==> src/core/ccs_pkg.sv <==
// Shared constants, field layouts and types of the charger control and status registers
package ccs_pkg;

  // Register addresses on the register access port
  localparam logic [7:0] ADDR_MISC_CTRL = 8'h07;
  localparam logic [7:0] ADDR_SYS_STAT  = 8'h08;
  localparam logic [7:0] RDATA_NONE     = 8'h00;

  // Timing
  localparam int unsigned CLK_HZ            = 50_000_000;
  localparam int unsigned BSW_OFF_DELAY_S   = 10;
  localparam int unsigned BSW_OFF_DELAY_CYC = BSW_OFF_DELAY_S * CLK_HZ;
  localparam int          CNT_W             = 29;

  // Voltages in millivolts
  localparam int          MV_W        = 13;
  localparam logic [12:0] TRK_MV_NONE = 13'h0000;
  localparam logic [12:0] TRK_MV_200  = 13'h00c8;
  localparam logic [12:0] TRK_MV_250  = 13'h00fa;
  localparam logic [12:0] TRK_MV_300  = 13'h012c;
  localparam logic [12:0] WARM_CAP_MV = 13'h1004;

  // Floor tracking codes
  localparam logic [1:0] TRK_OFF = 2'h0;
  localparam logic [1:0] TRK_200 = 2'h1;
  localparam logic [1:0] TRK_250 = 2'h2;

  // Control register, bit 7 down to bit 0
  typedef struct packed {
    logic       force_source_detect;
    logic       slow_safety_timer_en;
    logic       battery_switch_off;
    logic       warm_charge_voltage_sel;
    logic       battery_switch_off_delay;
    logic       battery_switch_reset_en;
    logic [1:0] floor_tracking_offset;
  } ccs_ctrl_t;

  localparam logic [7:0] CTRL_RESET     = 8'h4c;
  // Fields that a watchdog expiry also restores
  localparam logic [7:0] CTRL_WDOG_MASK = 8'hd4;

  // Input source codes
  localparam logic [2:0] SRC_NONE = 3'h0;
  localparam logic [2:0] SRC_SDP  = 3'h1;
  localparam logic [2:0] SRC_ADPT = 3'h2;
  localparam logic [2:0] SRC_OTG  = 3'h7;

  // Status register, bit 7 down to bit 0
  typedef struct packed {
    logic [2:0] input_source_status;
    logic [1:0] charge_phase_status;
    logic       power_good_flag;
    logic       thermal_reg_flag;
    logic       min_system_reg_flag;
  } ccs_stat_t;

  typedef enum logic [1:0] {
    BSW_ON   = 2'b00,
    BSW_WAIT = 2'b01,
    BSW_OFF  = 2'b11
  } ccs_bsw_state_t;

endpackage

==> src/core/ccs_switch_timer.sv <==
// Battery switch turn-off sequencer with optional delay
`timescale 1ns/1ps
`default_nettype none
module ccs_switch_timer #(
  parameter int unsigned DELAY_CYCLES = ccs_pkg::BSW_OFF_DELAY_CYC
) (
  input  wire logic clk,
  input  wire logic rst_n,
  input  wire logic off_req,
  input  wire logic use_delay,
  output var  logic switch_on_r
);

  localparam logic [ccs_pkg::CNT_W-1:0] LAST = ccs_pkg::CNT_W'(DELAY_CYCLES - 1);

  ccs_pkg::ccs_bsw_state_t      state_r;
  ccs_pkg::ccs_bsw_state_t      state_nxt;
  logic [ccs_pkg::CNT_W-1:0]    cnt_r;
  logic [ccs_pkg::CNT_W-1:0]    cnt_nxt;

  always_comb begin
    state_nxt = state_r;
    case (state_r)
      ccs_pkg::BSW_ON: begin
        if (off_req) begin
          state_nxt = use_delay ? ccs_pkg::BSW_WAIT : ccs_pkg::BSW_OFF;
        end
      end
      ccs_pkg::BSW_WAIT: begin
        if (!off_req) begin
          state_nxt = ccs_pkg::BSW_ON;
        end else if (cnt_r == LAST) begin
          state_nxt = ccs_pkg::BSW_OFF;
        end
      end
      ccs_pkg::BSW_OFF: begin
        if (!off_req) begin
          state_nxt = ccs_pkg::BSW_ON;
        end
      end
      default: state_nxt = ccs_pkg::BSW_ON;
    endcase
  end

  assign cnt_nxt = (state_r == ccs_pkg::BSW_WAIT) ? cnt_r + 1'b1 : '0;

  always_ff @(posedge clk or negedge rst_n) begin
    if (!rst_n) begin
      state_r     <= ccs_pkg::BSW_ON;
      cnt_r       <= '0;
      switch_on_r <= 1'b1;
    end else begin
      state_r     <= state_nxt;
      cnt_r       <= cnt_nxt;
      switch_on_r <= (state_nxt != ccs_pkg::BSW_OFF);
    end
  end
endmodule
`default_nettype wire

==> src/core/ccs_regs.sv <==
// Charger control and status register pair with battery switch and floor logic
`timescale 1ns/1ps
`default_nettype none
module ccs_regs #(
  parameter int unsigned OFF_DELAY_CYCLES = ccs_pkg::BSW_OFF_DELAY_CYC
) (
  input  wire logic                     CLK_SYS,
  input  wire logic                     RSTN,
  input  wire logic                     REG_WR,
  input  wire logic                     REG_RD,
  input  wire logic [7:0]               REG_ADDR,
  input  wire logic [7:0]               REG_WDATA,
  output var  logic [7:0]               REG_RDATA,
  input  wire logic                     REG_RESET_CMD,
  input  wire logic                     WATCHDOG_EXPIRED,
  input  wire logic                     VARIANT_PSEL,
  input  wire logic                     PSEL_PIN,
  input  wire logic                     VBUS_PRESENT,
  input  wire logic                     OTG_MODE,
  input  wire logic [2:0]               DETECT_RESULT,
  input  wire logic                     DETECT_DONE,
  output var  logic                     DETECT_START,
  input  wire logic [1:0]               CHARGE_PHASE,
  input  wire logic                     POWER_GOOD,
  input  wire logic                     THERMAL_REG,
  input  wire logic                     VBAT_BELOW_MINSYS,
  input  wire logic                     INPUT_LIMIT_ACTIVE,
  input  wire logic                     COOL_TEMP,
  input  wire logic                     WARM_TEMP,
  input  wire logic                     TIMER_TICK_IN,
  output var  logic                     SAFETY_TIMER_TICK,
  output var  logic                     SAFETY_TIMER_CLEAR,
  output logic                          BATTERY_SWITCH_ON,
  output logic                          BATTERY_SWITCH_RESET_EN,
  input  wire logic [ccs_pkg::MV_W-1:0] VBAT_MV,
  input  wire logic [ccs_pkg::MV_W-1:0] ABS_FLOOR_MV,
  input  wire logic [ccs_pkg::MV_W-1:0] CHARGE_SETTING_MV,
  output var  logic [ccs_pkg::MV_W-1:0] EFFECTIVE_FLOOR_MV,
  output var  logic [ccs_pkg::MV_W-1:0] CHARGE_VOLTAGE_MV
);

  function automatic logic [ccs_pkg::MV_W-1:0] ccs_max(input logic [ccs_pkg::MV_W-1:0] a,
                                                       input logic [ccs_pkg::MV_W-1:0] b);
    ccs_max = (a > b) ? a : b;
  endfunction

  function automatic logic [ccs_pkg::MV_W-1:0] ccs_min(input logic [ccs_pkg::MV_W-1:0] a,
                                                       input logic [ccs_pkg::MV_W-1:0] b);
    ccs_min = (a < b) ? a : b;
  endfunction

  logic                     rst_meta_r;
  logic                     rst_n_s;
  ccs_pkg::ccs_ctrl_t       ctrl_r;
  ccs_pkg::ccs_ctrl_t       ctrl_nxt;
  ccs_pkg::ccs_stat_t       stat;
  logic                     wr_ctrl;
  logic                     rd_ctrl_sel;
  logic                     rd_stat_sel;
  logic [7:0]               ctrl_rd_val;
  logic [7:0]               rdata_nxt;
  logic [2:0]               src_code;
  logic [ccs_pkg::MV_W-1:0] trk_mv;
  logic [ccs_pkg::MV_W-1:0] trk_floor;
  logic                     slow_cond;
  logic                     half_r;

  // Reset released through two flops
  always_ff @(posedge CLK_SYS or negedge RSTN) begin
    if (!RSTN) begin
      rst_meta_r <= 1'b0;
      rst_n_s    <= 1'b0;
    end else begin
      rst_meta_r <= 1'b1;
      rst_n_s    <= rst_meta_r;
    end
  end

  assign wr_ctrl     = REG_WR && (REG_ADDR == ccs_pkg::ADDR_MISC_CTRL);
  assign rd_ctrl_sel = (REG_ADDR == ccs_pkg::ADDR_MISC_CTRL);
  assign rd_stat_sel = (REG_ADDR == ccs_pkg::ADDR_SYS_STAT);

  // Host write beats detection-done clear in the same cycle
  always_comb begin
    ctrl_nxt = ctrl_r;
    if (REG_RESET_CMD) begin
      ctrl_nxt = ccs_pkg::CTRL_RESET;
    end else begin
      if (WATCHDOG_EXPIRED) begin
        ctrl_nxt = (ctrl_r & ~ccs_pkg::CTRL_WDOG_MASK)
                 | (ccs_pkg::CTRL_RESET & ccs_pkg::CTRL_WDOG_MASK);
      end
      if (DETECT_DONE) begin
        ctrl_nxt.force_source_detect = 1'b0;
      end
      if (wr_ctrl) begin
        ctrl_nxt = REG_WDATA;
      end
    end
  end

  // Source code carries only the port type; current limit lives elsewhere
  assign src_code = OTG_MODE      ? ccs_pkg::SRC_OTG :
                    !VBUS_PRESENT ? ccs_pkg::SRC_NONE :
                    !VARIANT_PSEL ? DETECT_RESULT :
                    PSEL_PIN      ? ccs_pkg::SRC_SDP :
                                    ccs_pkg::SRC_ADPT;

  assign stat.input_source_status = src_code;
  assign stat.charge_phase_status = CHARGE_PHASE;
  assign stat.power_good_flag     = POWER_GOOD;
  assign stat.thermal_reg_flag    = THERMAL_REG;
  assign stat.min_system_reg_flag = VBAT_BELOW_MINSYS;

  assign ctrl_rd_val = {(VARIANT_PSEL ? PSEL_PIN : ctrl_r.force_source_detect),
                        ctrl_r[6:0]};
  // Status has no write path at all
  assign rdata_nxt = rd_ctrl_sel ? ctrl_rd_val :
                     rd_stat_sel ? stat :
                                   ccs_pkg::RDATA_NONE;

  assign trk_mv = (ctrl_r.floor_tracking_offset == ccs_pkg::TRK_OFF) ? ccs_pkg::TRK_MV_NONE :
                  (ctrl_r.floor_tracking_offset == ccs_pkg::TRK_200) ? ccs_pkg::TRK_MV_200 :
                  (ctrl_r.floor_tracking_offset == ccs_pkg::TRK_250) ? ccs_pkg::TRK_MV_250 :
                                                                       ccs_pkg::TRK_MV_300;
  // No saturation: battery plus offset must stay below the field range
  assign trk_floor = ccs_pkg::MV_W'(VBAT_MV + trk_mv);

  assign slow_cond = ctrl_r.slow_safety_timer_en
                   && (INPUT_LIMIT_ACTIVE || COOL_TEMP || THERMAL_REG);

  assign BATTERY_SWITCH_RESET_EN = ctrl_r.battery_switch_reset_en;

  always_ff @(posedge CLK_SYS or negedge rst_n_s) begin
    if (!rst_n_s) begin
      ctrl_r             <= ccs_pkg::CTRL_RESET;
      REG_RDATA          <= ccs_pkg::RDATA_NONE;
      DETECT_START       <= 1'b0;
      SAFETY_TIMER_CLEAR <= 1'b0;
      SAFETY_TIMER_TICK  <= 1'b0;
      half_r             <= 1'b0;
      EFFECTIVE_FLOOR_MV <= '0;
      CHARGE_VOLTAGE_MV  <= '0;
    end else begin
      ctrl_r             <= ctrl_nxt;
      DETECT_START       <= wr_ctrl && REG_WDATA[7] && !REG_RESET_CMD;
      SAFETY_TIMER_CLEAR <= REG_RESET_CMD;
      SAFETY_TIMER_TICK  <= TIMER_TICK_IN && (!slow_cond || half_r);
      if (TIMER_TICK_IN) begin
        half_r <= slow_cond && !half_r;
      end
      if (REG_RD) begin
        REG_RDATA <= rdata_nxt;
      end
      EFFECTIVE_FLOOR_MV <= (ctrl_r.floor_tracking_offset == ccs_pkg::TRK_OFF) ? ABS_FLOOR_MV :
                            ccs_max(ABS_FLOOR_MV, trk_floor);
      CHARGE_VOLTAGE_MV  <= (WARM_TEMP && !ctrl_r.warm_charge_voltage_sel) ?
                            ccs_min(CHARGE_SETTING_MV, ccs_pkg::WARM_CAP_MV) :
                            CHARGE_SETTING_MV;
    end
  end

  ccs_switch_timer #(
    .DELAY_CYCLES (OFF_DELAY_CYCLES)
  ) u_switch_timer (
    .clk         (CLK_SYS),
    .rst_n       (rst_n_s),
    .off_req     (ctrl_r.battery_switch_off),
    .use_delay   (ctrl_r.battery_switch_off_delay),
    .switch_on_r (BATTERY_SWITCH_ON)
  );
endmodule
`default_nettype wire

==> config.mk <==
export PLATFORM = sky130hd
export DESIGN_NAME = ccs_regs
export DESIGN_NICKNAME = d
export VERILOG_FILES = /design/src/core/ccs_pkg.sv /design/src/core/ccs_switch_timer.sv /design/src/core/ccs_regs.sv
export SDC_FILE = /design/constraint.sdc
export NUM_CORES = 1
export LEC_CHECK = 0
export BUFFER_PORTS_ARGS = -buffer_cell sky130_fd_sc_hd__clkbuf_2
export CAP_MARGIN = 20
export CORE_AREA = 2 2 76 150
export DETAILED_ROUTE_END_ITERATION = 16
export DIE_AREA = 0 0 78 152
export HOLD_SLACK_MARGIN = 0.1
export PLACE_DENSITY = 0.72
export SETUP_SLACK_MARGIN = 0.4
export SYNTH_ARGS = -nofsm -noshare
export SYNTH_HDL_FRONTEND = slang
export SYNTH_HIERARCHICAL = 1
export SYNTH_SLANG_ARGS = --single-unit
==> constraint.sdc <==
create_clock -name CLK_SYS -period 2.5 [get_ports CLK_SYS]
set_clock_uncertainty 0.2 [all_clocks]
set_input_delay 0.5 -clock CLK_SYS [delete_from_list [all_inputs] [get_ports CLK_SYS]]
set_output_delay 0.5 -clock CLK_SYS [all_outputs]
set_load 0.02 [all_outputs]
==> results of run 1 <==
[per-layer routing]
layer / global-route usage, % / part of all wire (%)
met5: 0 / 0
met4: 13.3 / 4.8
met3: 2.38 / 3.5
met2: 41.0 / 57
met1: 22.9 / 35
[layout by cell type, fill, tap and decap left out, drive strengths merged, types with 5 or more instances in the layout]
cell    netlist  final
clkbuf       10    126
buf           5     78
dfrtp        76     76
nand2        47     47
nor2         37     37
a21oi        37     37
ha           24     24
inv          17     20
o21ai        19     19
nor2b        15     15
xnor2        14     14
or4          12     13
nand4        12     12
nand3        11     11
xor2         10     10
nor3          9      9
and2          9      9
or3           8      8
o31ai         8      8
nand3b        7      7
a22oi         6      6
a31oi         6      6
o211ai        5      5
nor4          5      5
a21o          5      5
[power by group]
part / total (W) / leakage [nW] / internal (W) / switching [W]
sequential: 0.00138 / 1.01 / 0.00134 / 0.0000342
clock: 0.00137 / 0.154 / 0.000815 / 0.000559
combinational: 0.000393 / 1.71 / 0.000178 / 0.000215
total: 0.00314 / 2.88 / 0.00234 / 0.000809
[worst min-delay path by stage]
stage                   endpoint  depth (start not counted)  slack [ns]
6_report            REG_RDATA[7]                          0        0.14
5_1_grt                  rst_n_s                          0        0.16
4_1_cts        SAFETY_TIMER_TICK                          0        0.16
3_5_place_dp          rst_meta_r                          1        0.09
3_3_place_gp          rst_meta_r                          1        0.09
2_1_floorplan         rst_meta_r                          0       0.004
[cell type report]
class	instances	share of cell area [%]
clock buffer	10	3.77
clock inverter	6	1.16
inverter	17	1.09
multi-input combinational	345	40.2
sequential	80	31.9
tap	140	2.76
timing repair buffer	196	19.1
[cells in the mapped netlist, drive strengths merged, types with 3 or more instances]
| cell type | count |
|---|---|
| inv | 17 |
| a31o | 3 |
| ha | 24 |
| nor3 | 9 |
| o21ai | 19 |
| xor2 | 10 |
| or2 | 4 |
| nand3 | 11 |
| xnor2 | 14 |
| o21bai | 3 |
| buf | 5 |
| nor2b | 15 |
| a22oi | 6 |
| dfstp | 4 |
| or3 | 8 |
| nand2 | 47 |
| nor4 | 5 |
| o211ai | 5 |
| and2 | 9 |
| a21oi | 37 |
| o31ai | 8 |
| or4 | 12 |
| clkbuf | 10 |
| a21o | 5 |
| nor2 | 37 |
| dfrtp | 76 |
| nand4 | 12 |
| a31oi | 6 |
| nand3b | 7 |
[metrics by stage]
step	hold WS, ns	TNS, ns	cell area, um2	std cells	util (%)
after floorplan	0.00441	-12.53	4500	456	-
after global placement	0.0853	-13.92	5560	747	51.5
after detailed placement	0.0866	-15.20	5560	747	51.5
after CTS	0.158	-14.02	6070	774	56.1
after global routing	0.161	-17.16	6340	794	58.7
final	0.139	-14.41	6340	794	58.7
[repair_timing]
item                                   4_1_cts  5_1_grt
setup buffers                                8       19
hold buffers                                 2        0
setup endpoints to repair                   18       22
gates cloned                                 1        1
gates resized for setup                     36       29
pin swaps                                   33       27
endpoints found under the hold margin        3        0
[worst reg2reg max path, stage by stage (launching register included)]
cell	delay, ns
dfrtp_2	0.45
inv_4	0.09
ha_4	0.16
nor2_1	0.05
ha_1	0.34
o211ai_1	0.14
o211ai_1	0.12
a22o_2	0.27
a31o_4	0.25
and2_4	0.14
ha_4	0.26
nand4_1	0.19
o221a_4	0.37
a21bo_4	0.24
mux2_4	0.29
[sequential cells by signal, summed over array words and instances (netlist names)]
signal                      cells
u_switch_timer/cnt_r           29
CHARGE_VOLTAGE_MV              13
EFFECTIVE_FLOOR_MV             13
REG_RDATA                       8
ctrl_r                          7
u_switch_timer/state_r          2
BATTERY_SWITCH_RESET_EN         1
DETECT_START                    1
SAFETY_TIMER_CLEAR              1
SAFETY_TIMER_TICK               1
half_r                          1
rst_meta_r                      1
rst_n_s                         1
u_switch_timer/switch_on_r      1
[logic make-up (layout without fill, tap and decap cells)]
family | after synthesis | in the layout | synth area share, %
muxes | 3 | 3 | 0.739
other | 1 | 1 | 0.0852
DFF | 80 | 80 | 45.6
and+or+nand+nor | 189 | 190 | 23.6
adders and majority gates | 24 | 24 | 6.83
buffers and inverters | 32 | 229 | 3.04
AOI/OAI and AO/OA | 103 | 103 | 15.2
xor gates and xnor gates | 24 | 24 | 4.95
==> flow_summary.yaml, run 1 <==
drt:
  routedWlPerCell_um: 17.0
  num_vias: 4305
  ant_nets: 0
  routed_via_density: 5.42
  drt-total-wl_um: 13500
  dr.pass1.iters: 5
  drtIter0Drc: 202
  drcViolationCount: 0
min_path:
  hold_class: "flop to asynchronous set/reset pin"
sta:
  clock.fmax_mhz: 272
  slew_headroom_pct: 60.1
  setup_slack_ns: -1.18
  fin_crit_sh_pct: 147
  rsz0062_at_grt: "yes"
  setup_violations: 13
  hold_violations: 0
  final-max-slew-violation-count: 0
  fin_crit_ns: 3.68
  tightest_slew_ns: 0.593
logic_synthesis:
  synth_area_leader_cell: "dfrtp_1"
  ys_types: 62
  yosysSeqAreaShare_pct: 45.6
  yosys_register_bits: 80
  syn_area_um2: 4400
  syn_nets: 558
  ys_warn_count: 6
  syn_avg_cell_area_um2: 9.65
  synthCells: 456
  synthTopCellsByArea: "dfrtp_1 (43%), ha_1 (6.8%), a21oi_1 (4.1%)"
  synth_top_area_share_pct: 43.2
  async_flop_share_pct: 100
  synthFlopType: "dfrtp_1"
  synth_edf_count: 0
clock_network:
  htree_levels: 3
  clockBufferDepth: 2
  cts_root_buf: "clkbuf_16"
  clock_latency_ns: 0.33
  clk_pin_slew_ns: 0.07
  cts.sinks: 80
  numCtsBuffers: 9
  cts_tree: "yes"
critical_path:
  critPathSlowestCell: "dfrtp_2"
  worstReg2RegStart: "ctrl_r[0]"
  setup.worst_path.end: "EFFECTIVE_FLOOR_MV[0]"
  critPathMaxStageDelay_ns: 0.45
  endpoint_kind: "flop"
  path_cells: "inv_4 -> ha_4 -> nor2_1 -> ha_1 -> o211ai_1 -> o211ai_1 -> a22o_2 -> a31o_4 -> and2_4 -> ha_4 -> nand4_1 -> o221a_4 -> a21bo_4 -> mux2_4"
  path_class: "flop to flop"
  worst-path-buf-inv: 1
  crit_fanout: 4
  startpoint: "ctrl_r[0]"
  cp.arrival_ns: 3.70
  r2r_setup_slack_ns: -1.18
  reg2reg_to: "EFFECTIVE_FLOOR_MV[0]"
  required_ns: 2.52
  start_kind: "flop"
  path_delay_family: "compound AO/OA/AOI/OAI gates"
  rr_worst_depth: 14
  worst-path-stages: 14
outcome:
  outcome: "finished, violations left"
  violations: "negative setup slack"
floorplanning:
  rows: 54
  core_um2: 10800
  io_pins: 117
  initial_core_util_pct: 40.7
  die_y_um: 152
  die_w_um: 78
  design.die.area_um2: 11900
place:
  dp_hpwl_um: 9900
  gp_congestion: 0.929
  dpl_worst_slack_ns: -1.22
  port_buffers: 116
cells_and_area:
  drive_gt1_share_pct: 45.0
  fillCellCount: 939
  diodes: 0
  nNetsFinal: 751
  regArea_um2: 2020
  area_delta_synth_final_pct: 44.1
  multi_input_area_um2: 2550
grt:
  grt_overflow: 0
  grt_pass1_vias: 4451
  grt_antenna_before_repair: 0
  grt_max_degree: 43
  grt_first_pass_wirelength_um: 20600
  grt_usage_pct: 22.0
power_and_ir_drop:
  peakVddDrop_v: 0.000375
  leakage_nw: 2.88
  power_w: 0.00314
  p_per_area_nw_per_um2: 496
run:
  maxCapViolations: 0
No activity file was read; power rests on OpenSTA's default activity.
==> run 2: changes to the inputs <==
--- a/config.mk
+++ b/config.mk
@@ -5,13 +5,16 @@
 export SDC_FILE = /design/constraint.sdc
 export NUM_CORES = 1
 export LEC_CHECK = 0
+export ABC_AREA = 1
 export BUFFER_PORTS_ARGS = -buffer_cell sky130_fd_sc_hd__clkbuf_2
 export CAP_MARGIN = 20
-export CORE_AREA = 2 2 76 150
+export CELL_PAD_IN_SITES_DETAIL_PLACEMENT = 1
+export CELL_PAD_IN_SITES_GLOBAL_PLACEMENT = 2
+export CORE_AREA = 2 2 99 197
 export DETAILED_ROUTE_END_ITERATION = 16
-export DIE_AREA = 0 0 78 152
+export DIE_AREA = 0 0 101 199
 export HOLD_SLACK_MARGIN = 0.1
-export PLACE_DENSITY = 0.72
+export PLACE_DENSITY = 0.81
 export SETUP_SLACK_MARGIN = 0.4
 export SYNTH_ARGS = -nofsm -noshare
 export SYNTH_HDL_FRONTEND = slang
==> run 2 against run 1 <==
The flow still finishes with violations (negative setup slack). Register-to-register slack improved by 0.48 ns. Synthesized area grew 13%. Total power is 1.3% higher. Non-clock buffer count down 2. Via count grew 20%. Largest cell class unchanged.
==> flow_summary.yaml, run 2 <==
outcome:
  outcome: "finished, violations left"
  violations: "negative setup slack"
drt:
  drt-total-wl_um: 18300
  num_vias: 5152
  dr.pass1.iters: 4
  drtIter0Drc: 143
  routed_via_density: 4.63
  drcViolationCount: 0
  ant_nets: 0
  routedWlPerCell_um: 16.4
critical_path:
  cp.arrival_ns: 3.24
  path_delay_family: "simple AND/OR/NAND/NOR gates"
  crit_fanout: 7
  worst-path-buf-inv: 5
  critPathMaxStageDelay_ns: 0.47
  start_kind: "flop"
  path_class: "flop to flop"
  path_cells: "inv_4 -> ha_4 -> inv_4 -> ha_4 -> inv_2 -> o21bai_1 -> inv_1 -> nand2_4 -> nand2_2 -> nand2_4 -> nand2_1 -> nand3_1 -> nand2_2 -> ha_4 -> nand2_1 -> nor2_4 -> nand3_2 -> nand2_2 -> nand2_4 -> buf_8 -> nand3_1 -> nand2_1"
  rr_worst_depth: 22
  critPathSlowestCell: "dfrtp_2"
  endpoint_kind: "flop"
  worst-path-stages: 22
  required_ns: 2.54
logic_synthesis:
  synth_edf_count: 0
  ys_top_cells_by_count: "nand2_1 (211), nor2_1 (105), inv_1 (93), dfrtp_1 (76), nand3_1 (44)"
  synth_most_common_cell: "nand2_1"
  synth_top_area_share_pct: 38.3
  ys_warn_count: 6
  synthCells: 691
  synthTopCellsByArea: "dfrtp_1 (38%), nand2_1 (16%), nor2_1 (7.9%)"
  syn_area_um2: 4960
  syn_nets: 793
  synthFlopType: "dfrtp_1"
  ys_types: 41
  async_flop_share_pct: 100
  synth_area_leader_cell: "dfrtp_1"
  yosys_register_bits: 80
  syn_avg_cell_area_um2: 7.18
  yosysSeqAreaShare_pct: 40.5
sta:
  final-max-slew-violation-count: 0
  tightest_slew_ns: 0.762
  fin_setup_tns_ns: -8.95
  rsz0062_at_grt: "yes"
  hold_violations: 0
  fin_crit_sh_pct: 128
  clock.fmax_mhz: 312
  setup_violations: 13
  fin_crit_ns: 3.21
  setup_slack_ns: -0.705
  fin_hold_ws_ns: 0.125
  slew_headroom_pct: 49.0
cells_and_area:
  final_cells: 1113
  area_delta_synth_final_pct: 44.3
  drive_gt1_share_pct: 38.0
  final_common_cell: "nand2_1"
  top_regs: "u_switch_timer/cnt_r (29), CHARGE_VOLTAGE_MV (13), EFFECTIVE_FLOOR_MV (13)"
  fin_util_pct: 38.4
  nNetsFinal: 991
  regMostFlops: "u_switch_timer/cnt_r"
  layout_common_cells: "nand2_1 (180), clkbuf_2 (116), nor2_1 (102)"
  diodes: 0
  largest_register_ffs: 29
floorplanning:
  io_pins: 117
  initial_core_util_pct: 26.6
  die_w_um: 101
  rows: 71
  design.die.area_um2: 20100
  core_um2: 18700
  die_y_um: 199
clock_network:
  cts_root_buf: "clkbuf_16"
  numCtsBuffers: 9
  cts.sinks: 80
  clock_latency_ns: 0.35
  clk_pin_slew_ns: 0.07
  htree_levels: 3
  cts_tree: "yes"
  clockBufferDepth: 2
grt:
  grt_antenna_before_repair: 0
  grt_first_pass_wirelength_um: 28400
  grt_max_degree: 41
  grt_usage_pct: 19.0
  top_usage_layer: "met2"
  met2_usage_pct: 39.0
  grt_pass1_vias: 5575
  grt_overflow: 0
  use_met1_pct: 17.4
  grt_use_met3_pct: 1.72
run:
  maxCapViolations: 0
power_and_ir_drop:
  peakVddDrop_v: 0.000263
  internal-power_w: 0.00233
  p_per_area_nw_per_um2: 445
  combPwrFrac_pct: 14.5
  switching_share_pct: 26.9
  leakage_nw: 3.51
  net-switching-power_w: 0.000855
  p_clk_share_pct: 43.2
  seq_power_share_pct: 42.4
place:
  dp.cells: 1076
  dp_hpwl_um: 15000
  gp_congestion: 0.838
  port_buffers: 116
  dpl_worst_slack_ns: -0.870
min_path:
  hold_class: "flop to asynchronous set/reset pin"
==> run 2: cell count changes in the layout (fill, tap and decap cells not counted), moves of 10 or more <==
| cell | delta |
|---|---|
| inv_1 | +67 |
| nor2b_1 | -14 |
| nand2_2 | +33 |
| xnor2_1 | -12 |
| nor2_1 | +69 |
| nand2_1 | +138 |
| nand3_2 | +10 |
| nand3_1 | +24 |
| inv_2 | +16 |
| a21oi_1 | -12 |
| nand2_4 | +10 |
==> run 2: final timing paths <==
path | slack [ns] | end | from
max | -0.71 | EFFECTIVE_FLOOR_MV[3] | ctrl_r[0]
min | 0.12 | CHARGE_VOLTAGE_MV[0] | rst_n_s
max reg2reg | -0.71 | EFFECTIVE_FLOOR_MV[3] | ctrl_r[0]
min reg2reg | 0.12 | CHARGE_VOLTAGE_MV[0] | rst_n_s
max in group asynchronous | 0.81 | u_switch_timer/cnt_r[26] | rst_n_s
min in group CLK_SYS | 0.15 | CHARGE_VOLTAGE_MV[1] | CHARGE_SETTING_MV[1]
==> run 2: kinds of logic (layout without fill, tap and decap cells) <==
logic type      after synthesis  in the layout  share of synthesized area (%)
buf+inv                     111            314                           8.57
other cells                   1              1                         0.0756
flops                        80             80                           40.5
simple gates                416            416                           37.6
xor+xnor                      7              7                           1.39
compound gates               52             52                           5.83
fa+ha+maj                    24             24                           6.05
==> run 2: worst register-to-register path: stages (launching register included) <==
cell and delay (ns):
dfrtp_2 0.47, inv_4 0.11, ha_4 0.17, inv_4 0.04, ha_4 0.27, inv_2 0.04
o21bai_1 0.12, inv_1 0.08, nand2_4 0.10, nand2_2 0.07, nand2_4 0.08, nand2_1 0.08
nand3_1 0.13, nand2_2 0.09, ha_4 0.27, nand2_1 0.08, nor2_4 0.15, nand3_2 0.09
nand2_2 0.10, nand2_4 0.09, buf_8 0.15, nand3_1 0.07, nand2_1 0.05
==> run 2: layer usage <==
metal  wire length, um  vias to the layer above  part of all wire, %
met2             11100                       88                   61
met1              5860                     2490                   32
li1                  -                     2534                    -
met4               989                        0                  5.4
met3               365                       40                  2.0
met5                 0                        -                    0
==> run 2: area by class of cell <==
cell class | instances | area, um2
Clock buffer | 12 | 246
Inverter | 104 | 403
Tap cell | 219 | 274
Fill cell | 2383 | 11500
Timing Repair Buffer | 194 | 1230
Sequential cell | 80 | 2010
Clock inverter | 4 | 53.8
Multi-Input combinational cell | 500 | 2940
==> run 2: power groups by stage <==
stage / clock [W] / sequential, W / combinational (W)
finish: 0.00137 / 0.00135 / 0.000460
global route: 0.00145 / 0.00135 / 0.000508
CTS: 0.00141 / 0.00135 / 0.000443
detailed placement: 0 / 0.00138 / 0.000404
global placement: 0 / 0.00138 / 0.000400
floorplan: 0 / 0.00143 / 0.000130
==> run 2: what timing repair did <==
action / CTS / global route
endpoints found under the hold margin: 20 / 0
setup endpoints to repair: 13 / 13
buffers inserted: 12 / 5
resized for setup: 44 / 58
gates cloned: 0 / 0
hold buffers: 4 / 0
pin swaps: 17 / 44
==> run 2: stage by stage <==
stage,area (um2),total power (W)
4_1_cts,6890,0.00320
6_report,7160,0.00318
2_1_floorplan,5000,0.00156
3_3_place_gp,6260,0.00178
5_1_grt,7160,0.00331
3_5_place_dp,6260,0.00178
